`config.mk`:
```
export PLATFORM = sky130hd
export DESIGN_NAME = lscp_core
export DESIGN_NICKNAME = d
export VERILOG_FILES = /design/src/shared/lscp_pkg.sv /design/src/lscp_core.sv
export SDC_FILE = /design/constraint.sdc
export NUM_CORES = 1
export LEC_CHECK = 0
export ABC_AREA = 1
export ABC_CLOCK_PERIOD_IN_PS = 5570
export BUFFER_PORTS_ARGS = -buffer_cell sky130_fd_sc_hd__buf_2
export CAP_MARGIN = 20
export CELL_PAD_IN_SITES_DETAIL_PLACEMENT = 0
export CELL_PAD_IN_SITES_GLOBAL_PLACEMENT = 2
export CORE_ASPECT_RATIO = 1.75
export CORE_MARGIN = 3
export CORE_UTILIZATION = 33
export DETAILED_ROUTE_END_ITERATION = 8
export PLACE_DENSITY_LB_ADDON = 0.15
export SLEW_MARGIN = 20
export SYNTH_ARGS = -nofsm -noshare
export SYNTH_HDL_FRONTEND = slang
export SYNTH_SLANG_ARGS = --single-unit
```
`constraint.sdc`:
```
create_clock -name clock -period 5.57 [get_ports clock]
set_clock_uncertainty 0.2 [all_clocks]
set_input_delay 1.114 -clock clock [delete_from_list [all_inputs] [get_ports clock]]
set_output_delay 1.114 -clock clock [all_outputs]
set_load 0.01 [all_outputs]
```
`src/shared/lscp_pkg.sv`:
```
// Package of constants for the switch configuration path
`default_nettype none
package lscp_pkg;
  // Record layout on the upstream link: hop, opcode, port a, port b
  localparam int unsigned REC_BYTES  = 4;
  localparam int unsigned IDX_W      = 3;
  localparam logic [2:0]  IDX_HOP    = 3'h0;
  localparam logic [2:0]  IDX_OP     = 3'h1;
  localparam logic [2:0]  IDX_PA     = 3'h2;
  localparam logic [2:0]  IDX_PB     = 3'h3;
  localparam logic [2:0]  IDX_LAST   = 3'h3;
  // Lengths of the emitted messages in bytes
  localparam logic [2:0]  LEN_NONE   = 3'h0;
  localparam logic [2:0]  LEN_SOFT   = 3'h1;
  localparam logic [2:0]  LEN_CONN   = 3'h3;
  localparam logic [2:0]  LEN_FWD    = 3'h4;
  // Switch has 32 link ports
  localparam logic [7:0]  NUM_PORTS  = 8'h20;
  // Command codes carried in the opcode byte
  localparam logic [7:0]  OP_CONNECT = 8'h00;
  localparam logic [7:0]  OP_SOFTRST = 8'h01;
  localparam logic [7:0]  HOP_LOCAL  = 8'h00;
  localparam logic [7:0]  HOP_STEP   = 8'h01;
  // Bit of external write data that sets the switch reset level
  localparam int unsigned RST_BIT    = 0;
  localparam logic        RST_ON     = 1'b1;
  localparam logic [7:0]  BYTE_ZERO  = 8'h00;

  typedef enum logic [1:0] {
    LSCP_COLLECT = 2'b01,
    LSCP_SEND    = 2'b10
  } lscp_state_t;

  typedef struct packed {
    lscp_state_t      st;
    logic [2:0]       idx;
    logic [7:0]       hop;
    logic [7:0]       op;
    logic [7:0]       pa;
    logic [7:0]       pb;
    logic             up_ready;
    logic             sw_valid;
    logic             dn_valid;
    logic [7:0]       out_data;
    logic             sw_rst;
  } lscp_regs_t;
endpackage
`default_nettype wire

```
`src/lscp_core.sv`:
```
// Switch configuration path: upstream record splitter and switch reset latch
`default_nettype none
module lscp_core (
  input  wire logic        clock,
  input  wire logic        sys_rst,
  // Upstream configuration link, byte stream
  input  wire logic        up_valid,
  input  wire logic [7:0]  up_data,
  output logic             up_ready,
  // Switch configuration link, byte stream
  output logic             sw_valid,
  output logic [7:0]       sw_data,
  input  wire logic        sw_ready,
  // Downstream configuration link, byte stream
  output logic             dn_valid,
  output logic [7:0]       dn_data,
  input  wire logic        dn_ready,
  // External memory interface of the processor
  input  wire logic        ext_wr,
  input  wire logic        ext_rd,
  input  wire logic [15:0] ext_wdata,
  // Switch hard reset pin, active high
  output logic             sw_rst
);

  lscp_pkg::lscp_regs_t cur_q;
  lscp_pkg::lscp_regs_t nxt_d;

  ////////////////////////////////////////////////////////////////////////////
  // Record decoding helpers

  // Upstream records are four bytes: hop, opcode, port a, port b.
  // Hop zero means the record is for this board's own switch.
  // Local connect leaves on the switch link as opcode, port a, port b.
  // Local soft reset leaves on the switch link as the opcode byte alone.
  // Other records leave whole on the downstream link with one hop less,
  // so one head link can set up every switch along a chain of boards.
  // Local records with an unknown opcode, or connects with an out-of-range port, are dropped:
  // passing them on would let a bad record confuse a later board.
  // Limitation: a record is never split, so upstream waits while one drains.

  // Hop count run out: the record belongs to this board
  function automatic logic is_local(input lscp_pkg::lscp_regs_t r);
    is_local = (r.hop == lscp_pkg::HOP_LOCAL);
  endfunction

  // Byte counter step, shared by collecting and sending
  function automatic logic [2:0] idx_next(input logic [2:0] i);
    idx_next = i + 3'h1;
  endfunction

  // A byte on either outgoing link was accepted at this edge
  function automatic logic byte_taken(input lscp_pkg::lscp_regs_t r,
                                      input logic                 sw_rdy,
                                      input logic                 dn_rdy);
    byte_taken = (r.sw_valid && sw_rdy) || (r.dn_valid && dn_rdy);
  endfunction

  // A port number must name one of the switch's ports
  function automatic logic port_ok(input logic [7:0] p);
    port_ok = (p < lscp_pkg::NUM_PORTS);
  endfunction

  // Bytes to emit for the held record; zero drops a malformed local record
  function automatic logic [2:0] msg_len(input lscp_pkg::lscp_regs_t r);
    logic [2:0] n;
    n = lscp_pkg::LEN_NONE;
    if (!is_local(r)) begin
      n = lscp_pkg::LEN_FWD;
    end else if (r.op == lscp_pkg::OP_SOFTRST) begin
      n = lscp_pkg::LEN_SOFT;
    end else if (r.op == lscp_pkg::OP_CONNECT && port_ok(r.pa) && port_ok(r.pb)) begin
      n = lscp_pkg::LEN_CONN;
    end
    msg_len = n;
  endfunction

  // Byte i of the emitted message; forwarded records carry one hop less
  function automatic logic [7:0] msg_byte(input lscp_pkg::lscp_regs_t r,
                                          input logic [2:0]          i);
    logic [7:0] b;
    b = lscp_pkg::BYTE_ZERO;
    if (!is_local(r)) begin
      unique case (i)
        lscp_pkg::IDX_HOP: b = r.hop - lscp_pkg::HOP_STEP;
        lscp_pkg::IDX_OP:  b = r.op;
        lscp_pkg::IDX_PA:  b = r.pa;
        default:           b = r.pb;
      endcase
    end else begin
      unique case (i)
        lscp_pkg::IDX_HOP: b = r.op;
        lscp_pkg::IDX_OP:  b = r.pa;
        default:           b = r.pb;
      endcase
    end
    msg_byte = b;
  endfunction

  ////////////////////////////////////////////////////////////////////////////
  // Next-state logic

  // Everything is decided from the registered copy of the state
  always_comb begin
    logic       is_loc;
    logic       taken;
    logic [2:0] len;
    is_loc = 1'b0;
    taken  = 1'b0;
    len    = lscp_pkg::LEN_NONE;
    nxt_d  = cur_q;

    // Reset latch follows writes only; reads leave it alone rather than undefined,
    // so a stray read can never pulse the switch into reset
    if (ext_wr) begin
      nxt_d.sw_rst = ext_wdata[lscp_pkg::RST_BIT];
    end else if (ext_rd) begin
      nxt_d.sw_rst = cur_q.sw_rst;
    end

    unique case (cur_q.st)
      lscp_pkg::LSCP_COLLECT: begin
        // Gather one whole record before deciding where it goes
        if (up_valid && cur_q.up_ready) begin
          unique case (cur_q.idx)
            lscp_pkg::IDX_HOP: nxt_d.hop = up_data;
            lscp_pkg::IDX_OP:  nxt_d.op  = up_data;
            lscp_pkg::IDX_PA:  nxt_d.pa  = up_data;
            default:           nxt_d.pb  = up_data;
          endcase
          if (cur_q.idx == lscp_pkg::IDX_LAST) begin
            nxt_d.idx      = lscp_pkg::IDX_HOP;
            nxt_d.up_ready = 1'b0; // Stall upstream while the record is sent
            nxt_d.st       = lscp_pkg::LSCP_SEND;
          end else begin
            nxt_d.idx = idx_next(cur_q.idx);
          end
        end
      end
      lscp_pkg::LSCP_SEND: begin
        is_loc = is_local(cur_q);
        len    = msg_len(cur_q);
        taken  = byte_taken(cur_q, sw_ready, dn_ready);
        // Only one link holds a byte at a time, so one data register serves both
        if (!(cur_q.sw_valid || cur_q.dn_valid) || taken) begin
          if (cur_q.idx < len) begin
            // Offer the next byte on the link the record is bound for
            nxt_d.out_data = msg_byte(cur_q, cur_q.idx);
            nxt_d.sw_valid = is_loc;
            nxt_d.dn_valid = !is_loc;
            nxt_d.idx      = idx_next(cur_q.idx);
          end else begin
            // Message done, or dropped: reopen the upstream link
            nxt_d.sw_valid = 1'b0;
            nxt_d.dn_valid = 1'b0;
            nxt_d.idx      = lscp_pkg::IDX_HOP;
            nxt_d.up_ready = 1'b1;
            nxt_d.st       = lscp_pkg::LSCP_COLLECT;
          end
        end
      end
    endcase
  end

  ////////////////////////////////////////////////////////////////////////////
  // State register

  // Register contents after processor reset; all constants
  function automatic lscp_pkg::lscp_regs_t idle_regs();
    lscp_pkg::lscp_regs_t s;
    s.st       = lscp_pkg::LSCP_COLLECT;
    s.idx      = lscp_pkg::IDX_HOP;
    s.hop      = lscp_pkg::BYTE_ZERO;
    s.op       = lscp_pkg::BYTE_ZERO;
    s.pa       = lscp_pkg::BYTE_ZERO;
    s.pb       = lscp_pkg::BYTE_ZERO;
    s.up_ready = 1'b1;
    s.sw_valid = 1'b0;
    s.dn_valid = 1'b0;
    s.out_data = lscp_pkg::BYTE_ZERO;
    s.sw_rst   = lscp_pkg::RST_ON;
    idle_regs  = s;
  endfunction

  // Processor reset holds the switch in hard reset until software releases it;
  // afterwards only external writes move the latch, so it runs on its own
  always_ff @(posedge clock) begin
    if (sys_rst) begin
      cur_q <= idle_regs();
    end else begin
      cur_q <= nxt_d;
    end
  end

  ////////////////////////////////////////////////////////////////////////////
  // Outputs straight from the state register

  // Handshake flags
  assign up_ready = cur_q.up_ready;
  assign sw_valid = cur_q.sw_valid;
  assign dn_valid = cur_q.dn_valid;

  // One data register feeds both links; the valid flags say whose byte it is
  assign sw_data  = cur_q.out_data;
  assign dn_data  = cur_q.out_data;

  // Switch hard reset pin from the latch
  assign sw_rst   = cur_q.sw_rst;

endmodule
`default_nettype wire

```
Word-level counts from Yosys, hierarchy flattened
Index checks and enable logic that the tools add are counted.
Storage, ports and cells
  word-level logic and storage cells: 73
  register bits after elaboration: 49
Operators by class
  order comparisons: 3
  mux-type cells: 24
  bitwise operators: 1
  equality and inequality tests: 10
  $add $sub $neg: 2
  reductions and logical operators: 22
Operators by type and width (count)
  $mux 8: 6
  $mux 38: 1
  $pmux 8 s3: 1
  $logic_not 8->1: 2
  $lt 8x6->1 const B: 2
  $pmux 8 s2: 1
  $reduce_and 3->1: 5
  $mux 3: 4
  $mux 11: 1
  $mux 2: 5
  $pmux 5 s2: 1
  $eq 8x1->1 const B: 1
  $ne 2x2->1 const B: 4
  $sub 8x1->8 const B: 1
  $eq 3x2->1 const B: 2
  $logic_and 1x1->1: 5
  $mux 5: 1
  $reduce_and 2->1: 2
  $reduce_and 4->1: 1
  $add 3x1->3 const B: 1
  $eq 3x1->1 const B: 1
  $logic_not 3->1: 1
  $logic_or 1x1->1: 3
  $lt 3x3->1: 1
  other kinds (7): 9

Logic depth before layout (Yosys ltp)
  word-level depth: 11
  mapped depth: 14

Worst setup path before layout
No wires, ideal clock.
  path kind: in2reg
  from: input port up_valid
  to: register cur_q[24] (netlist name)
  data required time: 5251 ps
  setup slack: 3316 ps
  stages on the path: 8
  setup time: 119 ps
  data arrival time: 1935 ps
  path through: nand2_1 -> nor2_1 -> inv_1 -> nor2_1 -> inv_1 -> buf_2 -> o21ai_0 -> a21oi_1
On the way
  longest elaborated chain between the ends: 2
RTL lines
  start: declaration: RTL line lscp_core.sv:7  | input wire logic up_valid,
  $logic_and 1x1->1: RTL line lscp_core.sv:124  | if (up_valid && cur_q.up_ready) begin
  $reduce_and 3->1 (no source line)
  end signal: assignment: RTL line lscp_core.sv:189  | cur_q <= idle_regs();
  end signal: assignment: RTL line lscp_core.sv:191  | cur_q <= nxt_d;
  end: declaration: RTL line lscp_core.sv:26  | lscp_pkg::lscp_regs_t cur_q;
Every way passes these cells.
A chain may end at the register's enable or synchronous reset.

Worst setup path after layout
  from: register cur_q[36] (netlist name)
  to: register cur_q (netlist bit dn_data[5])
On the way
  longest elaborated chain between the ends: 5
  elaborated cells between the ends (all ways): 8
RTL lines
  $logic_not 8->1: RTL line lscp_core.sv:44  | is_local = (r.hop == lscp_pkg::HOP_LOCAL);
  $mux 3: RTL line lscp_core.sv:68  | if (!is_local(r)) begin
  $mux 3: RTL line lscp_core.sv:121  | unique case (cur_q.st)
  $lt 3x3->1: RTL line lscp_core.sv:146  | if (cur_q.idx < len) begin
  $reduce_and 3->1 (no source line)
Parallel ways exist; a longest one is shown, timed or not. The select of a mux whose other input is x is not followed.

==> results.json <==
{
  "start_util": 0.344,
  "cts_resized": 0,
  "root_buffer": "clkbuf_16",
  "numPortBuffers": 34,
  "max_cap_violations": 0,
  "synthArstFlopShare": 0,
  "post-cts-setup-buffers": 0,
  "gp_congestion": 0.825,
  "worstSetupPathType": "flip-flop to flip-flop",
  "placed_cells": 501,
  "critPathSlowestCell": "nor2_4",
  "final_max_slew_viol_count": 0,
  "synth-edff-count": 0,
  "fin_crit_ns": 2.86,
  "final_common_cell": "nand2_1",
  "finalHoldViolCount": 0,
  "drc": 0,
  "rsz0062_at_grt": "no",
  "drive_gt1_frac": 0.153,
  "utilization": 0.379,
  "grt-ovfl-total": 0,
  "p_seq_frac": 0.351,
  "final_cells": 509,
  "worstMarginPinSlew_ns": 0.965,
  "worst_ir_drop_vdd_v": 0.000190,
  "netlist_area_um2": 2760,
  "p_total_uw": 1180,
  "power_frac_comb": 0.337,
  "num_rows": 43,
  "clock_latency_ns": 0.29,
  "routed_wl_um": 7900,
  "vias": 2553,
  "crit_family": "simple AND/OR/NAND/NOR gates",
  "numClockSinks": 49,
  "fmax_mhz": 350,
  "power.switching_uw": 446,
  "fillCellCount": 910,
  "core_area_um2": 8020,
  "antenna_found_initial": 0,
  "cp.arrival_ns": 2.84,
  "pwr-share-clk": 0.313,
  "setup_viol": 0,
  "dieArea_um2": 9520,
  "relSlewSlack": 0.353,
  "numCtsBuffers": 5,
  "power.density_nw_per_um2": 387,
  "die_h_um": 127,
  "crit_path_max_fanout": 11,
  "grt_pass1_vias": 2344,
  "synth-seq-cells": 49,
  "end_kind": "flip-flop",
  "crit_chain": "inv_1 -> ha_1 -> nand3_2 -> nor2_4 -> nand3_1 -> ha_1 -> nand2_1 -> inv_1 -> nand2_2 -> nand2_2 -> nor2_2 -> inv_1 -> nand2_1 -> a21oi_1",
  "dp_hpwl_um": 5930,
  "clk_pin_slew_ns": 0.07,
  "yosysUniqueCellTypes": 31,
  "fin_setup_tns_ns": 0,
  "ios": 51,
  "n_antenna_cell": 0,
  "crit_top_cell": "inv_1",
  "h-tree-depth": 2,
  "ys_seq_area_frac": 0.356,
  "final_cell_mix": "nand2_1 (79), nor2_1 (50), dfxtp_1 (49)",
  "ys.flop_type": "dfxtp_1",
  "wl_per_cell_um": 15.5,
  "worstPathRequired_ns": 5.55,
  "cp-start-kind": "flip-flop",
  "groute.usage.overall": 0.178,
  "dr.first_iter.drc_count": 87,
  "period_share": 0.513,
  "syn_nets": 443,
  "switching_share": 0.379,
  "antenna_left": 0,
  "cts_buffer_depth": 2,
  "fin_nets": 458,
  "ys_warn_count": 0,
  "area_growth_syn_to_layout_pct": 10.4,
  "status": "completed",
  "grt_pass1_wl_um": 12600,
  "viasPerCell": 5.02,
  "p_leak_uw": 0.00133,
  "first_pass_iters": 4,
  "cts_hold_buf": 0,
  "syn_inst": 403,
  "worst_path_largest_cell_delay_ns": 0.33,
  "cts_tree": "done",
  "hold_path_class": "flip-flop to flip-flop",
  "grt_max_degree": 37,
  "fp.dieW_um": 75.1,
  "syn_avg_cell_area_um2": 6.84,
  "intPower_uw": 731,
  "crit_buf_inv": 3
}
power groups by stage:
stage	Clock (µW)	Sequential [µW]	Combinational, µW
after global placement	0	421	400
after global routing	391	418	450
after detailed placement	0	421	400
after CTS	377	413	403
final	368	413	397
after floorplan	0	415	295
final cells by class:
type                            count  area (µm²)  share of cell area
Clock buffer                        6         139              0.0457
Sequential cell                    49         981               0.323
Clock inverter                      2        37.5              0.0123
Multi-Input combinational cell    279        1410               0.464
Inverter                           49         189              0.0621
Timing Repair Buffer               34         170              0.0560
Tap cell                           90         113              0.0370
metal layers:
metal / routed length [µm] / GRT usage / up-vias
met1: 3320 / 0.212 / 1158
li1: - / - / 1329
met4: 161 / 0.0618 / 0
met2: 4150 / 0.314 / 58
met5: 0 / 0 / -
met3: 274 / 0.0262 / 8
cells by family (layout without fill, tap and decap cells):
kind of cell / Yosys count / in the layout / synth area share
buffers and inverters: 75 / 91 / 0.132
DFF: 49 / 49 / 0.356
and+or+nand+nor: 163 / 163 / 0.266
adders and majority gates: 9 / 9 / 0.0409
AOI/OAI and AO/OA: 107 / 107 / 0.205
through the flow:
| step | hold WS, ns | setup slack, ns | area (µm²) |
|---|---|---|---|
| floorplan | 0.244 | 3.32 | 2760 |
| global placement | 0.251 | 2.68 | 2860 |
| detailed placement | 0.254 | 2.65 | 2860 |
| CTS | 0.269 | 2.64 | 3040 |
| global route | 0.290 | 2.40 | 3040 |
| finish | 0.262 | 2.71 | 3040 |
worst register-to-register path, delay by kind of cell (launching register included):
| family | cells | cell delay, ns |
|---|---|---|
| buffers and inverters | 3 | 0.41 |
| AO/OA/AOI/OAI | 1 | 0.06 |
| adder cells (fa/ha/maj) | 2 | 0.52 |
| AND/OR/NAND/NOR | 8 | 1.25 |
| flip-flops | 1 | 0.30 |
flip-flops by register name, summed over array words and instances, names as in the netlist:
signal and flops:
cur_q 37, sw_rst 1, dn_data 8, sw_valid 1
up_ready 1, dn_valid 1
Yosys cell counts, types with 2 or more instances:
| cell type | n | area, µm² |
|---|---|---|
| buf_2 | 4 | 20.0 |
| inv_2 | 6 | 22.5 |
| nand3b_1 | 3 | 22.5 |
| clkbuf_1 | 4 | 15.0 |
| inv_1 | 42 | 158 |
| nand4_1 | 3 | 18.8 |
| dfxtp_1 | 49 | 981 |
| a22oi_1 | 3 | 22.5 |
| ha_1 | 9 | 113 |
| nor2_1 | 50 | 188 |
| o21ai_0 | 40 | 200 |
| o221ai_1 | 2 | 17.5 |
| nand2_2 | 3 | 18.8 |
| nor2_2 | 5 | 31.3 |
| o21ai_1 | 5 | 25.0 |
| nand3_2 | 2 | 20.0 |
| nor2_4 | 2 | 22.5 |
| a21oi_1 | 48 | 240 |
| nand2_1 | 79 | 297 |
| nand3_1 | 11 | 55.1 |
| o22ai_1 | 7 | 43.8 |
| buf_4 | 17 | 128 |
worst paths after layout:
kind / cells past startpoint / from / slack [ns] / end
setup / recovery: 14 / cur_q[36]$_SDFFE_PP0P_ / 2.71 / dn_data[5]$_SDFFE_PP0P_
hold / removal: 2 / sw_rst$_SDFFE_PP1P_ / 0.26 / sw_rst$_SDFFE_PP1P_
setup reg to reg: 14 / cur_q[36]$_SDFFE_PP0P_ / 2.71 / dn_data[5]$_SDFFE_PP0P_
hold reg to reg: 2 / sw_rst$_SDFFE_PP1P_ / 0.26 / sw_rst$_SDFFE_PP1P_
No activity file was read; power rests on OpenSTA's default activity.
